===== config.mk =====
export PLATFORM = sky130hd
export DESIGN_NAME = uds_core
export DESIGN_NICKNAME = d
export VERILOG_FILES = /design/src/include/uds_pkg.sv /design/src/hdl/uds_sync2.sv /design/src/hdl/uds_fifo.sv /design/src/hdl/uds_core.sv
export VERILOG_INCLUDE_DIRS = /design/src /design/src/include
export SDC_FILE = /design/constraint.sdc
export NUM_CORES = 1
export LEC_CHECK = 0
export BUFFER_PORTS_ARGS = -buffer_cell sky130_fd_sc_hd__buf_2
export CAP_MARGIN = 20
export CELL_PAD_IN_SITES_DETAIL_PLACEMENT = 0
export CELL_PAD_IN_SITES_GLOBAL_PLACEMENT = 1
export CORE_MARGIN = 5
export CORE_UTILIZATION = 50
export CTS_BUF_LIST = sky130_fd_sc_hd__clkbuf_4 sky130_fd_sc_hd__clkbuf_8 sky130_fd_sc_hd__clkbuf_16
export CTS_CLUSTER_SIZE = 25
export DETAILED_ROUTE_END_ITERATION = 6
export HOLD_SLACK_MARGIN = 0.02
export PLACE_DENSITY = 0.91
export SETUP_SLACK_MARGIN = 0.05
export SKIP_CTS_REPAIR_TIMING = 1
export SYNTH_ARGS = -nofsm -noshare
export SYNTH_HDL_FRONTEND = slang
export SYNTH_SLANG_ARGS = --single-unit

===== constraint.sdc =====
create_clock -name i_clk -period 4.6 [get_ports i_clk]
set_input_delay 0.46 -clock i_clk [delete_from_list [all_inputs] [get_ports i_clk]]
set_output_delay 0.46 -clock i_clk [all_outputs]
set_load 0.005 [all_outputs]

===== src/include/uds_params.svh =====
// Constants of the serial data and status block: addresses, bit positions, reset values, timing.
// Assumes a 12-bit register file address and one fixed character format.
`ifndef UDS_PARAMS_SVH
`define UDS_PARAMS_SVH

`define UDS_ADDR_DATA 12'hf40
`define UDS_ADDR_STATUS 12'hf41

`define UDS_ST_RX_READY 7
`define UDS_ST_PARITY 6
`define UDS_ST_OE 5
`define UDS_ST_FRAMING 4
`define UDS_ST_BRK 3
`define UDS_ST_HOLD_EMPTY 2
`define UDS_ST_SHIFT_IDLE 1
`define UDS_ST_CTS 0

`define UDS_RST_HOLD_EMPTY 1'b1
`define UDS_RST_SHIFT_IDLE 1'b1

`define UDS_BIT_CYCLES 16'h0020
`define UDS_HALF_CYCLES 16'h0010
`define UDS_ODD_PARITY 1'b0
`define UDS_FIFO_DEPTH 8

`endif


===== src/include/uds_pkg.sv =====
// Types shared by the serial data and status block.
// Assumes nothing beyond the header of constants.
package uds_pkg;
	typedef enum logic [2:0] {UDS_TX_IDLE, UDS_TX_START, UDS_TX_DATA, UDS_TX_PAR, UDS_TX_STOP} uds_tx_state_t;
	typedef enum logic [2:0] {UDS_RX_IDLE, UDS_RX_START, UDS_RX_DATA, UDS_RX_PAR, UDS_RX_STOP} uds_rx_state_t;
endpackage


===== src/hdl/uds_sync2.sv =====
// Two-stage synchroniser for one level arriving from outside the clock domain.
// Assumes the level changes no faster than a few clock periods.
`timescale 1ns/1ps
module uds_sync2 #(
	parameter logic RESET_VAL = 1'b1
) (
	input wire logic i_clk,
	input wire logic i_reset,
	input wire logic i_async,
	output logic o_sync
);
	logic meta_reg;

	always_ff @(posedge i_clk or posedge i_reset)
	begin
		if (i_reset)
		begin
			meta_reg <= RESET_VAL;
			o_sync <= RESET_VAL;
		end
		else
		begin
			meta_reg <= i_async;
			o_sync <= meta_reg;
		end
	end
endmodule


===== src/hdl/uds_fifo.sv =====
// Small FIFO with valid/ready on both sides; the head word comes out of a register.
// Assumes the drain side pops only while o_out_valid is high.
`timescale 1ns/1ps
module uds_fifo #(
	parameter int WIDTH = 8,
	parameter int DEPTH = 8
) (
	input wire logic i_clk,
	input wire logic i_reset,
	input wire logic i_in_valid,
	output logic o_in_ready,
	input wire logic [WIDTH-1:0] i_in_data,
	output logic o_out_valid,
	input wire logic i_out_ready,
	output logic [WIDTH-1:0] o_out_data
);
	localparam int AW = $clog2(DEPTH);
	logic [WIDTH-1:0] mem [DEPTH];
	logic [AW-1:0] wr_ptr_reg;
	logic [AW-1:0] rd_ptr_reg;
	logic [AW-1:0] rd_ptr_next;
	logic [AW:0] count_reg;
	logic push;
	logic pop;

	assign push = i_in_valid && o_in_ready;
	assign pop = i_out_ready && o_out_valid;
	assign rd_ptr_next = pop ? AW'(rd_ptr_reg + 1'b1) : rd_ptr_reg;

	always_ff @(posedge i_clk or posedge i_reset)
	begin
		if (i_reset)
		begin
			wr_ptr_reg <= '0;
			rd_ptr_reg <= '0;
			count_reg <= '0;
			o_in_ready <= 1'b1;
			o_out_valid <= 1'b0;
		end
		else
		begin
			if (push)
				wr_ptr_reg <= AW'(wr_ptr_reg + 1'b1);
			rd_ptr_reg <= rd_ptr_next;
			count_reg <= (AW+1)'(count_reg + push - pop);
			o_in_ready <= (AW+1)'(count_reg + push - pop) != (AW+1)'(DEPTH);
			o_out_valid <= (AW+1)'(count_reg + push - pop) != '0;
		end
	end

	always_ff @(posedge i_clk)
	begin
		if (push)
			mem[wr_ptr_reg] <= i_in_data;
	end

	// Write-through keeps the head register right when the word just written is the next one out
	always_ff @(posedge i_clk or posedge i_reset)
	begin
		if (i_reset)
			o_out_data <= '0;
		else if (push && wr_ptr_reg == rd_ptr_next)
			o_out_data <= i_in_data;
		else
			o_out_data <= mem[rd_ptr_next];
	end
endmodule


===== src/hdl/uds_core.sv =====
// Serial transceiver data and status registers with their transmitter and receiver.
// Assumes a register file port with one-cycle read and write strobes, and a fixed
// character of start, 8 data bits LSB first, one parity bit and one stop bit.
`timescale 1ns/1ps
`include "uds_params.svh"
module uds_core
	import uds_pkg::*;
(
	input wire logic i_clk,
	input wire logic i_reset,
	input wire logic [11:0] i_addr,
	input wire logic i_wr_en,
	input wire logic i_rd_en,
	input wire logic [7:0] i_wdata,
	output logic [7:0] o_rdata,
	output logic o_rdata_valid,
	output logic o_serial_out_pin,
	input wire logic i_serial_in_pin,
	input wire logic i_cts_n
);

////////////////////////////////////////////////////////////////////////////////
	logic rx_s;
	logic cts_s;
	logic wr_data;
	logic rd_data;
	logic rd_status;
	logic fifo_in_ready;
	logic fifo_out_valid;
	logic fifo_pop;
	logic [7:0] fifo_out_data;

	uds_sync2 #(.RESET_VAL(1'b1)) u_rx_sync (.i_clk(i_clk), .i_reset(i_reset), .i_async(i_serial_in_pin),
		.o_sync(rx_s));
	uds_sync2 #(.RESET_VAL(1'b1)) u_cts_sync (.i_clk(i_clk), .i_reset(i_reset), .i_async(i_cts_n),
		.o_sync(cts_s));

	assign wr_data = i_wr_en && i_addr == `UDS_ADDR_DATA;
	assign rd_data = i_rd_en && i_addr == `UDS_ADDR_DATA;
	assign rd_status = i_rd_en && i_addr == `UDS_ADDR_STATUS;

	// A write while full would be lost; the ready term blocks it instead of corrupting the queue
	uds_fifo #(.WIDTH(8), .DEPTH(`UDS_FIFO_DEPTH)) u_tx_fifo (
		.i_clk(i_clk), .i_reset(i_reset),
		.i_in_valid(wr_data), .o_in_ready(fifo_in_ready), .i_in_data(i_wdata),
		.o_out_valid(fifo_out_valid), .i_out_ready(fifo_pop), .o_out_data(fifo_out_data));

////////////////////////////////////////////////////////////////////////////////
	uds_tx_state_t tx_state_reg;
	logic [15:0] tx_cnt_reg;
	logic [2:0] tx_bit_reg;
	logic [7:0] tx_shift_reg;
	logic tx_par_reg;
	logic tx_bit_end;
	logic tx_holding_empty_reg;
	logic tx_shift_idle_reg;

	assign tx_bit_end = tx_cnt_reg == `UDS_BIT_CYCLES - 16'h0001;
	assign fifo_pop = tx_state_reg == UDS_TX_IDLE && fifo_out_valid;

	always_ff @(posedge i_clk or posedge i_reset)
	begin
		if (i_reset)
		begin
			tx_state_reg <= UDS_TX_IDLE;
			tx_cnt_reg <= 16'h0000;
			tx_bit_reg <= 3'h0;
			tx_shift_reg <= 8'h00;
			tx_par_reg <= 1'b0;
		end
		else
		begin
			tx_cnt_reg <= (tx_state_reg == UDS_TX_IDLE || tx_bit_end) ? 16'h0000 : 16'(tx_cnt_reg + 16'h0001);
			case (tx_state_reg)
				UDS_TX_IDLE:
					if (fifo_out_valid)
					begin
						tx_shift_reg <= fifo_out_data;
						tx_par_reg <= `UDS_ODD_PARITY ^ (^fifo_out_data);
						tx_state_reg <= UDS_TX_START;
					end
				UDS_TX_START:
					if (tx_bit_end)
					begin
						tx_bit_reg <= 3'h0;
						tx_state_reg <= UDS_TX_DATA;
					end
				UDS_TX_DATA:
					if (tx_bit_end)
					begin
						tx_shift_reg <= {1'b0, tx_shift_reg[7:1]};
						tx_bit_reg <= 3'(tx_bit_reg + 3'h1);
						if (tx_bit_reg == 3'h7)
							tx_state_reg <= UDS_TX_PAR;
					end
				UDS_TX_PAR:
					if (tx_bit_end)
						tx_state_reg <= UDS_TX_STOP;
				UDS_TX_STOP:
					if (tx_bit_end)
						tx_state_reg <= UDS_TX_IDLE;
				default:
					tx_state_reg <= UDS_TX_IDLE;
			endcase
		end
	end

	always_ff @(posedge i_clk or posedge i_reset)
	begin
		if (i_reset)
			o_serial_out_pin <= 1'b1;
		else
			case (tx_state_reg)
				UDS_TX_START: o_serial_out_pin <= 1'b0;
				UDS_TX_DATA: o_serial_out_pin <= tx_shift_reg[0];
				UDS_TX_PAR: o_serial_out_pin <= tx_par_reg;
				default: o_serial_out_pin <= 1'b1;
			endcase
	end

	// The flag rises only at the end of a start bit, and only with room in the queue
	always_ff @(posedge i_clk or posedge i_reset)
	begin
		if (i_reset)
			tx_holding_empty_reg <= `UDS_RST_HOLD_EMPTY;
		else if (wr_data)
			tx_holding_empty_reg <= 1'b0;
		else if (tx_state_reg == UDS_TX_START && tx_bit_end && fifo_in_ready)
			tx_holding_empty_reg <= 1'b1;
	end

	always_ff @(posedge i_clk or posedge i_reset)
	begin
		if (i_reset)
			tx_shift_idle_reg <= `UDS_RST_SHIFT_IDLE;
		else
			tx_shift_idle_reg <= tx_state_reg == UDS_TX_IDLE && !fifo_out_valid && !wr_data;
	end

////////////////////////////////////////////////////////////////////////////////
	uds_rx_state_t rx_state_reg;
	logic [15:0] rx_cnt_reg;
	logic [2:0] rx_bit_reg;
	logic [7:0] rx_shift_reg;
	logic rx_par_bad_reg;
	logic rx_par_zero_reg;
	logic rx_sample;
	logic rx_done;
	logic char_framing;
	logic char_brk;
	logic [7:0] rx_buf_reg;
	logic rx_byte_ready_reg;
	logic parity_error_flag_reg;
	logic oe_reg;
	logic framing_flag_reg;
	logic brk_reg;

	assign rx_sample = rx_cnt_reg == `UDS_BIT_CYCLES - 16'h0001;
	assign rx_done = rx_state_reg == UDS_RX_STOP && rx_sample;
	assign char_framing = !rx_s;
	assign char_brk = !rx_s && rx_par_zero_reg && rx_shift_reg == 8'h00;

	always_ff @(posedge i_clk or posedge i_reset)
	begin
		if (i_reset)
		begin
			rx_state_reg <= UDS_RX_IDLE;
			rx_cnt_reg <= 16'h0000;
			rx_bit_reg <= 3'h0;
			rx_shift_reg <= 8'h00;
			rx_par_bad_reg <= 1'b0;
			rx_par_zero_reg <= 1'b0;
		end
		else
		begin
			rx_cnt_reg <= (rx_state_reg == UDS_RX_IDLE || rx_sample) ? 16'h0000 : 16'(rx_cnt_reg + 16'h0001);
			case (rx_state_reg)
				UDS_RX_IDLE:
					if (!rx_s)
						rx_state_reg <= UDS_RX_START;
				UDS_RX_START:
					// A glitch shorter than half a bit is not taken as a start bit
					if (rx_cnt_reg == `UDS_HALF_CYCLES - 16'h0001)
					begin
						rx_cnt_reg <= 16'h0000;
						rx_bit_reg <= 3'h0;
						rx_state_reg <= rx_s ? UDS_RX_IDLE : UDS_RX_DATA;
					end
				UDS_RX_DATA:
					if (rx_sample)
					begin
						rx_shift_reg <= {rx_s, rx_shift_reg[7:1]};
						rx_bit_reg <= 3'(rx_bit_reg + 3'h1);
						if (rx_bit_reg == 3'h7)
							rx_state_reg <= UDS_RX_PAR;
					end
				UDS_RX_PAR:
					if (rx_sample)
					begin
						rx_par_bad_reg <= rx_s != (`UDS_ODD_PARITY ^ (^rx_shift_reg));
						rx_par_zero_reg <= !rx_s;
						rx_state_reg <= UDS_RX_STOP;
					end
				UDS_RX_STOP:
					if (rx_sample)
						rx_state_reg <= UDS_RX_IDLE;
				default:
					rx_state_reg <= UDS_RX_IDLE;
			endcase
		end
	end

	// A character completing in the cycle of the read is loaded, not counted as overrun
	always_ff @(posedge i_clk or posedge i_reset)
	begin
		if (i_reset)
		begin
			rx_buf_reg <= 8'h00;
			rx_byte_ready_reg <= 1'b0;
			parity_error_flag_reg <= 1'b0;
			framing_flag_reg <= 1'b0;
			brk_reg <= 1'b0;
		end
		else if (rx_done && (!rx_byte_ready_reg || rd_data))
		begin
			rx_buf_reg <= rx_shift_reg;
			rx_byte_ready_reg <= 1'b1;
			parity_error_flag_reg <= rx_par_bad_reg;
			framing_flag_reg <= char_framing;
			brk_reg <= char_brk;
		end
		else if (rd_data)
		begin
			rx_byte_ready_reg <= 1'b0;
			parity_error_flag_reg <= 1'b0;
			framing_flag_reg <= 1'b0;
			brk_reg <= 1'b0;
		end
	end

	always_ff @(posedge i_clk or posedge i_reset)
	begin
		if (i_reset)
			oe_reg <= 1'b0;
		else if (rx_done && rx_byte_ready_reg && !rd_data)
			oe_reg <= 1'b1;
		else if (rd_data && !rx_byte_ready_reg)
			oe_reg <= 1'b0;
	end

////////////////////////////////////////////////////////////////////////////////
	always_ff @(posedge i_clk or posedge i_reset)
	begin
		if (i_reset)
		begin
			o_rdata <= 8'h00;
			o_rdata_valid <= 1'b0;
		end
		else
		begin
			o_rdata_valid <= i_rd_en;
			if (rd_data)
				o_rdata <= rx_buf_reg;
			else if (rd_status)
				o_rdata <= {rx_byte_ready_reg, parity_error_flag_reg, oe_reg, framing_flag_reg, brk_reg,
					tx_holding_empty_reg, tx_shift_idle_reg, cts_s};
			else
				o_rdata <= 8'h00;
		end
	end

////////////////////////////////////////////////////////////////////////////////
	tx_line_idle_a: assert property (@(posedge i_clk) disable iff (i_reset)
		tx_state_reg == UDS_TX_IDLE |=> o_serial_out_pin)
		else $error("serial output not high while idle");

	data_read_clear_a: assert property (@(posedge i_clk) disable iff (i_reset)
		rd_data && !rx_done |=> !rx_byte_ready_reg)
		else $error("receive-ready not cleared by read");

	overrun_keep_a: assert property (@(posedge i_clk) disable iff (i_reset)
		rx_done && rx_byte_ready_reg && !rd_data |=> oe_reg && $stable(rx_buf_reg))
		else $error("overrun lost the unread byte");

	overrun_hold_a: assert property (@(posedge i_clk) disable iff (i_reset)
		rd_data && rx_byte_ready_reg && oe_reg |=> oe_reg)
		else $error("overrun cleared while byte was unread");

	holding_write_a: assert property (@(posedge i_clk) disable iff (i_reset)
		wr_data |=> !tx_holding_empty_reg)
		else $error("holding-empty not cleared by write");

	first_bit_set_a: assert property (@(posedge i_clk) disable iff (i_reset)
		tx_state_reg == UDS_TX_START && tx_bit_end && fifo_in_ready && !wr_data |=> tx_holding_empty_reg)
		else $error("holding-empty not set after first bit");

	shift_busy_a: assert property (@(posedge i_clk) disable iff (i_reset)
		tx_state_reg != UDS_TX_IDLE |=> !tx_shift_idle_reg)
		else $error("shift-idle high while shifting");

	status_cts_a: assert property (@(posedge i_clk) disable iff (i_reset)
		rd_status |=> o_rdata[`UDS_ST_CTS] == $past(cts_s)
			&& o_rdata[`UDS_ST_HOLD_EMPTY] == $past(tx_holding_empty_reg))
		else $error("status read shows wrong level");

	rx_load_a: assert property (@(posedge i_clk) disable iff (i_reset)
		rx_done && !rx_byte_ready_reg |=> rx_byte_ready_reg && rx_buf_reg == $past(rx_shift_reg)
			&& parity_error_flag_reg == $past(rx_par_bad_reg) && framing_flag_reg == $past(char_framing)
			&& brk_reg == $past(char_brk))
		else $error("received character not loaded with flags");
endmodule


== Yosys cells after proc, flatten, opt, wreduce, memory -nomap -nowiden ==
Memory sizes are Yosys's and may differ from the RTL's. A register that Yosys moved wholly into a read port is not among the register bits.
Index checks and enable logic that the tools add are counted.
Cells by class
  $add $sub $neg: 8
  multipliers: 0
  divide/modulo/power cells: 0
  order comparisons: 0
  equality and inequality tests: 29
  shift operators: 0
  multiplexer cells: 42
  bitwise gates (word level): 0
  reduce and logical (&&, ||, !) cells: 45
Operator list (number)
  $mux W16: 4
  $mux W3: 16
  $add A16 B1 Y16 const B: 2
  $eq A16 B5 Y1 const B: 2
  $mux W8: 4
  $pmux W3 S5: 2
  $eq A12 B12 Y1 const B: 2
  $ne A2 B2 Y1 const B: 11
  $logic_and A1 B1 Y1: 17
  $eq A16 B4 Y1 const B: 1
  $pmux W8 S2: 1
  $reduce_xor A8 Y1: 2
  $add A3 B1 Y3 const B: 4
  $eq A3 B2 Y1 const B: 4
  $eq A3 B3 Y1 const B: 4
  $pmux W3 S2: 2
  $reduce_and A6 Y1: 2
  $reduce_bool A2 Y1: 6
  $mux W1: 11
  $reduce_and A3 Y1: 3
  $logic_not A8 Y1: 1
  $eq A3 B1 Y1 const B: 2
  $logic_not A3 Y1: 2
  $reduce_and A2 Y1: 3
  10 further kinds: 16
Word-level totals
  flip-flop bits (word level): 104
  bits in latches: 0
  bits in writable memories: 64
  memory bits (read-only): 0
  input port bits: 26
  output and inout port bits: 10
  memories: 1
Memory list
  u_tx_fifo.mem: depth 8, bits a word 8, read ports 1, clocked after Yosys merged registers in 1, write ports 1, line uds_fifo.sv:18  | logic [WIDTH-1:0] mem [DEPTH];

== Logic depth before layout (Yosys ltp) ==
Gate-level depths: netlist of run 1.
  depth in word-level cells: 6
  gate-level depth with buffers: 12
  mapped depth without buffers: 11

== By module ==
A second synthesis of run 1 with hierarchy kept.
Second synthesis, totals
  cells, all modules: 743
  area total of the unflattened synthesis: 8592.0 um2
By module, submodules not included
  uds_core: times used 1, cells an instance 393, area each 4341.7 um2
  uds_fifo: times used 1, cells an instance 344, area each 4137.7 um2
  uds_sync2: times used 2, cells an instance 3, area each 56.3 um2

== Worst setup path after synthesis of run 1 ==
Ideal clock, no wire load.
  path type: input -> register
  start: in i_addr[1]
  end: reg u_tx_fifo.o_out_valid
  library setup time: 126 ps
  arrival time: 2535 ps
  required time: 4474 ps
  slack: 1939 ps
  stages: 11
  buffers on the path: 0
  cells stage by stage: nor4_1 > nand3_1 > nor3b_1 > nand2_1 > inv_1 > ha_1 > inv_1 > fa_1 > inv_1 > nor3_1 > nand2b_1
On the way
  longest elaborated chain between the ends: 6
RTL lines
  start: declaration: line uds_core.sv:11  | input wire logic [11:0] i_addr,
  $eq A12 B12 Y1 (no line)
  $logic_and A1 B1 Y1 (no line)
  $logic_and A1 B1 Y1: line uds_fifo.sv:26  | assign push = i_in_valid && o_in_ready;
  via u_tx_fifo.push: line uds_fifo.sv:23  | logic push;
  $add A4 B1 Y4: line uds_fifo.sv:47  | o_out_valid <= (AW+1)'(count_reg + push - pop) != '0;
  $sub A4 B1 Y4: line uds_fifo.sv:47
  $reduce_bool A4 Y1: line uds_fifo.sv:47
  end signal: assignment: line uds_fifo.sv:38  | o_out_valid <= 1'b0;
  end signal: assignment: line uds_fifo.sv:47
  end: declaration: line uds_fifo.sv:13  | output logic o_out_valid,
The timed path passes the listed nets, and every way through them passes these cells.
A chain may end at the register's enable or synchronous reset.

== Worst setup path in the final report of run 1 ==
  start: reg tx_state_reg[1]
  end: reg u_tx_fifo.o_out_data[3] (read register of u_tx_fifo.mem)
On the way
  longest elaborated chain between the ends: 4
RTL lines
  start: declaration: line uds_core.sv:49  | uds_tx_state_t tx_state_reg;
  start signal: assignment: line uds_core.sv:65  | tx_state_reg <= UDS_TX_IDLE;
  start signal: assignment: line uds_core.sv:80  | tx_state_reg <= UDS_TX_START;
  start signal: assignment: line uds_core.sv:86  | tx_state_reg <= UDS_TX_DATA;
  $logic_not A3 Y1: line uds_core.sv:59  | assign fifo_pop = tx_state_reg == UDS_TX_IDLE && fifo_out_valid;
  $logic_and A1 B1 Y1: line uds_core.sv:59
  $logic_and A1 B1 Y1: line uds_fifo.sv:27  | assign pop = i_out_ready && o_out_valid;
  $mux W3: line uds_fifo.sv:28  | assign rd_ptr_next = pop ? AW'(rd_ptr_reg + 1'b1) : rd_ptr_reg;
  end: declaration: line uds_fifo.sv:15  | output logic [WIDTH-1:0] o_out_data
No other way between the ends.

==> results of run 1 <==
-- cell usage in the layout (no fill, tap or decap), drive strengths merged, types with 4 or more instances in the layout --
master	n
mux2	10
nand2	51
mux2i	73
xor2	18
ha	16
or3	4
nor4	6
or2	6
and3	10
xnor2	31
o21ai	27
dfstp	8
nand2b	5
edfxtp	64
inv	32
a22o	7
clkbuf	19
nand4	8
a21oi	14
o221ai	7
clkinv	5
o22ai	15
buf	43
nor3	16
nand3	17
nor2	67
dfrtp	104
-- per-layer routing --
metal / share of wire [%] / track usage [%] / vias to the layer above
met5: 0 / 0 / -
met4: 2.1 / 7.17 / 0
met3: 4.5 / 5.03 / 32
met2: 49 / 28.2 / 93
met1: 44 / 21.9 / 2429
li1: - / - / 2412
-- critical path: stages (launching register included) --
cell	delay [ns]
dfrtp_1	0.51
or4b_1	0.78
inv_6	0.18
nand2_4	0.08
xnor2_4	0.12
buf_4	0.36
and2_1	0.18
o2111a_1	0.51
mux2_4	0.35
-- power by group --
group | switching [mW] | internal (mW)
clock network | 0.616 | 0.761
logic | 0.111 | 0.0856
registers | 0.0519 | 1.67
-- worst max path at each step --
stage	start	slack, ns	to	cells after the start
after global placement	i_addr[4]	1.45	u_tx_fifo.o_out_valid	12
after CTS	tx_state_reg[1]	1.37	u_tx_fifo.o_out_data[3]	8
after detailed placement	i_addr[1]	1.30	u_tx_fifo.o_out_valid	12
after global routing	tx_state_reg[1]	1.23	u_tx_fifo.o_out_data[3]	8
after floorplan	i_reset	1.19	brk_reg	1
final	tx_state_reg[1]	1.41	u_tx_fifo.o_out_data[3]	8
-- kinds of logic (layout without fill, tap and decap cells) --
group                    count (synthesis)  count (layout)  share of synthesized area, %
XOR/XNOR                                49              49                          5.61
multiplexers                            85              85                          11.5
flip-flops                             176             176                          59.3
adder cells (fa/ha/maj)                 17              17                          2.76
buffers and inverters                   53             103                          2.90
AND/OR/NAND/NOR                        199             199                          11.7
AO/OA/AOI/OAI                           78              78                          6.15
-- final cells by class --
| class | count | share of cell area (%) |
|---|---|---|
| multi-input cells | 428 | 33.6 |
| clock inverters | 14 | 1.48 |
| well taps | 216 | 3.02 |
| repair buffers | 45 | 3.04 |
| clock buffers | 18 | 4.83 |
| inverters | 26 | 1.17 |
| flip-flops and latches | 176 | 52.8 |
-- stage by stage --
stage          setup slack [ns]  hold WS (ns)  util (%)  instance area, um2  std cells
5_1_grt                    1.23         0.109      56.8                8960        923
6_report                   1.41         0.124      56.8                8960        923
3_5_place_dp               1.30         0.347      52.9                8340        887
4_1_cts                    1.37        0.0987      56.5                8910        919
3_3_place_gp               1.45         0.347      52.9                8340        887
2_1_floorplan              1.19         0.345         -                7980        657
==> run summary, run 1 <==
Origin of the worst min-delay path = i_serial_in_pin
Clock Latency Late Sink = 0.44 ns
CTS Root Buffer Type = clkbuf_16
Number of flip-flops in the largest register = 64
Row count = 46
Crit Path Category = register to register
DRT Pass-1 Iters = 5
GPL Wtd Cong = 0.817
Slew Viols, Final = 0
Die area = 18600 um2
Max-Slew Margin vs Limit = 29.5%
Via count = 4966
Detailed Route WL = 14900 um
CP arrival = 3.52 ns
Final Cycle Share = 69.4%
H-tree levels = 4
DRT antenna net count = 0
Post-Syn Area = 7980 um2
Worst reg2reg path depth = 8
Top cells by area, synth = dfrtp_1, edfxtp_1, mux2i_1
Seq/Total Area, Yosys = 59.3%
Actual slew at the worst max-slew pin = 1.05 ns
N_diodes = 0
I/O pin cnt = 36
Worst vdd ir = 307 uV
Pwr Total = 3.30 mW
Seq. cell area = 4730 um2
Initial antenna violation count = 0
Crit-path max FO = 25
TritonCTS Buffers = 17
Cells after synthesis = 657
Leakage power = 4.01 nW
Synth top area share = 32.6%
Seq cells post-synth = 176
Number of synthesized flops with an enable pin = 64
Most common cell in the netlist = dfrtp_1
Die Ht = 136 um
Distinct cells, synth = 51
Final Skew = 0.00543 ns
Worst Hold Class = primary input to register
Area leader, netlist = dfrtp_1
Fraction of layout cells with a size suffix above 1 = 15.3%
Reg2reg start = tx_state_reg[1]
Starting density of the core = 50.6%
Mapped Nets = 700
Vias/cell = 5.38
WL/cell = 16.2 um
WHS Path Cells = 1
Max-cap violations = 0
DRT iter0 DRCs = 398
Final hold vios = 0
Detailed placer's ending HPWL = 10300 um
Worst setup EP type = register
Setup TNS = 0 ns
First-pass GRT wire length = 25000 um
CTS clk-pin slew, worst paths = 0.07 ns
Startpoint Class = register
Hold endpoint = u_rx_sync.meta_reg
Area Growth Syn to Fin = 12.3%
FFs w/ async S/R, synth = 63.6%
Multi-input logic area = 3010 um2
Total gr overflow = 0
Largest net degree at the start of global routing = 85
R2R Setup Slk = 1.41 ns
Worst EP required = 4.92 ns
Most instantiated cells after synthesis = dfrtp_1, mux2i_1, nor2_1, edfxtp_1, nand2_1
Terminus of the critical flop-to-flop path = u_tx_fifo.o_out_data[3]
RSZ-0062 raised after global routing = false
Core area = 15800 um2
Drt drc = 0
Sink Count = 176
CTS tree = done
Minimum clock period after layout = 3.19 ns
Fmax = 313 MHz
Pwr/cell area = 368 nW/um2
Number of nets in the layout = 737
Vias in the first global route = 5055
Die span in x = 136 um
Buffers on Ports = 35
Status = completed
Gr usage total = 17.4%
Fill cells = 1291
Commonest register cell after synthesis = dfrtp_1
CTS Buffer Depth = 2
Syn_area_per_cell = 12.1 um2
Synth warn = 0
Setup violators final = 0
Power figures use the tool's default switching activity.
==> run 2, diff against run 1 <==
- CORE_UTILIZATION: 50 -> 45
- PLACE_DENSITY: 0.91 -> 0.87
- clock period: 4.6 -> 2.8 ns (I/O delays scaled with it)
==> run summary, run 2 (same netlist as run 1, synthesis figures left out) <==
Seq. cell area = 4730 um2
Worst EP required = 3.11 ns
Die Ht = 143 um
Sw Ratio = 22.6%
Total gr overflow = 0
Most frequent cells in the layout = dfrtp_1, mux2i_1, nor2_1
WL/cell = 16.2 um
Core area = 17400 um2
Leakage power = 4.14 nW
H-tree levels = 4
DRT Pass-1 Iters = 4
Clock Latency Late Sink = 0.42 ns
N_diodes = 0
Commonest non-fill, non-tap cell in the layout = dfrtp_1
Combinational Power Share = 5.7%
Area Growth Syn to Fin = 15.7%
Minimum clock period after layout = 2.62 ns
Final Skew = 0.00947 ns
Fmax = 382 MHz
Startpoint Class = register
Fill cells = 1459
Starting density of the core = 46.0%
Switching pwr = 1.29 mW
Largest net degree at the start of global routing = 57
Initial antenna violation count = 0
GPL Wtd Cong = 0.785
Max-Slew Margin vs Limit = 54.2%
Row count = 48
Gr usage total = 16.0%
Worst Hold Class = primary input to register
CTS Buffer Depth = 2
Non-Filler Instances = 955
Via count = 5085
Final hold vios = 0
Detailed Route WL = 15500 um
Slew Viols, Final = 0
CTS Root Buffer Type = clkbuf_16
Sequential power share = 49.7%
TritonCTS Buffers = 17
I/O pin cnt = 36
DRT antenna net count = 0
CTS tree = done
Vias in the first global route = 5337
Setup violators final = 0
Actual slew at the worst max-slew pin = 0.685 ns
Buffers on Ports = 35
CP arrival = 2.93 ns
Worst vdd ir = 415 uV
Clock power frac = 44.6%
Die area = 20500 um2
First-pass GRT wire length = 26000 um
Die span in x = 143 um
Status = completed
CTS clk-pin slew, worst paths = 0.07 ns
Fraction of layout cells with a size suffix above 1 = 17.4%
Multi-input logic area = 3010 um2
Hold slack = 0.145 ns
Internal Pwr Total = 4.41 mW
Number of flip-flops in the largest register = 64
Detailed placer's ending HPWL = 10400 um
Max-cap violations = 0
Sink Count = 176
Crit Path Category = register to register
Pwr/cell area = 617 nW/um2
Number of nets in the layout = 760
Setup TNS = 0 ns
Crit-path max FO = 8
Drt drc = 0
RSZ-0062 raised after global routing = false
Dpl cells = 919
Worst setup EP type = register
Final Cycle Share = 93.6%
DRT iter0 DRCs = 322
Vias/cell = 5.32
==> run 2: cell type report <==
type                            instances  share of cell area (%)
Timing Repair Buffer                   68                    4.96
Clock inverter                         14                    2.21
Sequential cell                       176                    51.3
Clock buffer                           18                    4.69
Tap cell                              225                    3.05
Inverter                               26                    1.15
Multi-Input combinational cell        428                    32.7
==> run 2: final timing paths <==
| kind | endpoint | depth (start not counted) | from | slack (ns) |
|---|---|---|---|---|
| hold reg to reg | u_rx_sync.o_sync | 0 | u_rx_sync.meta_reg | 0.35 |
| setup reg to reg | u_tx_fifo.o_out_valid | 10 | tx_state_reg[2] | 0.18 |
| hold / removal | u_tx_fifo.mem[5][6] | 1 | i_wdata[6] | 0.15 |
| setup / recovery | u_tx_fifo.o_out_valid | 10 | tx_state_reg[2] | 0.18 |
| min in group asynchronous | rx_cnt_reg[5] | 3 | i_reset | 0.50 |
| max in group asynchronous | tx_shift_reg[4] | 4 | i_reset | 1.49 |
==> run 2: routing by layer <==
| layer | GRT usage (%) | vias up | share of wire [%] |
|---|---|---|---|
| li1 | - | 2458 | - |
| met1 | 19.5 | 2530 | 43 |
| met2 | 28.5 | 78 | 52 |
| met3 | 3.25 | 19 | 3.8 |
| met4 | 5.20 | 0 | 1.3 |
| met5 | 0 | - | 0 |
==> run 2: metrics by stage <==
step | instance area (um2) | setup WS [ns] | utilization (%) | total power, mW
2_1_floorplan | 7980 | 0.189 | - | 3.10
3_3_place_gp | 8550 | 0.241 | 49.3 | 3.18
3_5_place_dp | 8550 | 0.117 | 49.3 | 3.21
4_1_cts | 9190 | 0.178 | 53.0 | 5.76
5_1_grt | 9230 | 0.0633 | 53.2 | 5.93
6_report | 9230 | 0.181 | 53.2 | 5.70
==> run 2: power by group through the flow <==
stage                     registers (mW)  clock network, mW  logic, mW
after floorplan                     2.85                  0      0.249
after global placement              2.88                  0      0.306
after detailed placement            2.88                  0      0.328
after CTS                           2.83               2.60      0.328
after global routing                2.85               2.72      0.366
final                               2.83               2.54      0.325
==> run 2: critical path, stage by stage, from the launching register on <==
cell and delay (ns):
dfrtp_1 0.38, or4b_1 0.63, inv_6 0.14, ha_1 0.23
inv_1 0.06, ha_1 0.16, inv_1 0.05, fa_1 0.48
inv_1 0.05, nor3_1 0.24, nand2b_1 0.08
==> run 3, diff against run 2 <==
- CORE_UTILIZATION: 45 -> 50
- PLACE_DENSITY: 0.87 -> 0.91
- clock period: 2.8 -> 3 ns (I/O delays scaled with it)
==> run summary, run 3 (same netlist as run 1, synthesis figures left out) <==
Initial antenna violation count = 0
Internal Pwr Total = 3.80 mW
Status = completed
Setup violators final = 0
Fraction of layout cells with a size suffix above 1 = 17.0%
Gr usage total = 17.7%
Leakage power = 4.08 nW
Sw Ratio = 24.9%
CP arrival = 3.07 ns
Setup TNS = 0 ns
Via count = 5063
Post-layout util = 57.8%
Die Ht = 136 um
Startpoint Class = register
Final Cycle Share = 91.9%
CTS Buffer Depth = 2
Minimum clock period after layout = 2.76 ns
Dpl cells = 904
Max-cap violations = 0
Final Skew = 0.0144 ns
First-pass GRT wire length = 25900 um
Die span in x = 136 um
Number of flip-flops in the largest register = 64
Sequential power share = 52.3%
Final hold vios = 0
Actual slew at the worst max-slew pin = 0.922 ns
Non-Filler Instances = 939
Worst EP required = 3.31 ns
CTS clk-pin slew, worst paths = 0.07 ns
RSZ-0062 raised after global routing = false
Pwr/cell area = 555 nW/um2
Sink Count = 176
Max-Slew Margin vs Limit = 38.4%
Die area = 18600 um2
Drt drc = 0
Area Growth Syn to Fin = 14.2%
N_diodes = 0
GPL Wtd Cong = 0.800
Worst vdd ir = 423 uV
Worst setup EP type = register
Crit-path max FO = 10
Combinational Power Share = 5.9%
Starting density of the core = 50.6%
Most frequent cells in the layout = dfrtp_1, mux2i_1, nor2_1
Switching pwr = 1.26 mW
WL/cell = 16.3 um
Worst Hold Class = primary input to async pin
Vias/cell = 5.39
Fill cells = 1272
Vias in the first global route = 5357
Commonest non-fill, non-tap cell in the layout = dfrtp_1
CTS tree = done
Clock Latency Late Sink = 0.43 ns
Core area = 15800 um2
Fmax = 363 MHz
I/O pin cnt = 36
Crit Path Category = register to register
Buffers on Ports = 35
Largest net degree at the start of global routing = 41
Clock power frac = 41.8%
H-tree levels = 4
Row count = 46
CTS Root Buffer Type = clkbuf_16
Detailed Route WL = 15300 um
DRT Pass-1 Iters = 4
DRT iter0 DRCs = 334
TritonCTS Buffers = 17
DRT antenna net count = 0
Slew Viols, Final = 0
Total gr overflow = 0
Hold slack = 0.0573 ns
Number of nets in the layout = 753
Detailed placer's ending HPWL = 10400 um
==> run 3: worst paths after layout <==
path | from | end | slack [ns] | depth (start not counted)
min in group i_clk | i_wdata[6] | u_tx_fifo.mem[5][6] | 0.16 | 1
worst min register to register | u_cts_sync.meta_reg | u_cts_sync.o_sync | 0.36 | 0
worst max register to register | tx_state_reg[2] | u_tx_fifo.o_out_data[0] | 0.24 | 8
worst min-delay path | i_reset | rx_cnt_reg[1] | 0.06 | 2
max in group asynchronous | i_reset | o_serial_out_pin | 2.20 | 3
worst max-delay path | tx_state_reg[2] | u_tx_fifo.o_out_data[0] | 0.24 | 8
==> run 3: final cells by class <==
cell class | instances | area, um2 | share of cell area, %
Sequential cell | 176 | 4730 | 52.0
Multi-Input combinational cell | 428 | 3020 | 33.1
Clock buffer | 17 | 425 | 4.67
Timing Repair Buffer | 61 | 415 | 4.56
Tap cell | 216 | 270 | 2.97
Clock inverter | 15 | 143 | 1.57
Inverter | 26 | 106 | 1.17
==> run 3: metrics by stage <==
stage / area (um2) / setup slack [ns] / power, mW
final: 9110 / 0.242 / 5.06
after global routing: 9110 / 0.0572 / 5.27
after CTS: 9080 / 0.237 / 5.12
after detailed placement: 8510 / 0.0781 / 2.99
after global placement: 8510 / 0.236 / 2.97
after floorplan: 7980 / 0.389 / 2.89
==> run 3: worst max-delay path, stage by stage (launching register included) <==
cell	delay [ns]
dfrtp_1	0.47
or4b_1	0.65
inv_6	0.14
nand2_4	0.07
xnor2_4	0.35
and2_1	0.20
o2111a_1	0.21
buf_4	0.22
mux2_4	0.32
==> run 3: power groups by stage <==
| stage | logic, mW | clock network, mW | registers (mW) |
|---|---|---|---|
| floorplan | 0.232 | 0 | 2.66 |
| global placement | 0.283 | 0 | 2.68 |
| detailed placement | 0.300 | 0 | 2.69 |
| CTS | 0.302 | 2.17 | 2.64 |
| global route | 0.347 | 2.27 | 2.66 |
| finish | 0.300 | 2.11 | 2.64 |
==> run 3: layer usage <==
layer | vias to the layer above | GRT usage [%] | part of all wire (%)
met5 | - | 0 | 0
met4 | 0 | 6.49 | 1.4
met3 | 18 | 3.40 | 3.2
met2 | 79 | 30.5 | 52
met1 | 2521 | 22.2 | 44
li1 | 2445 | - | -
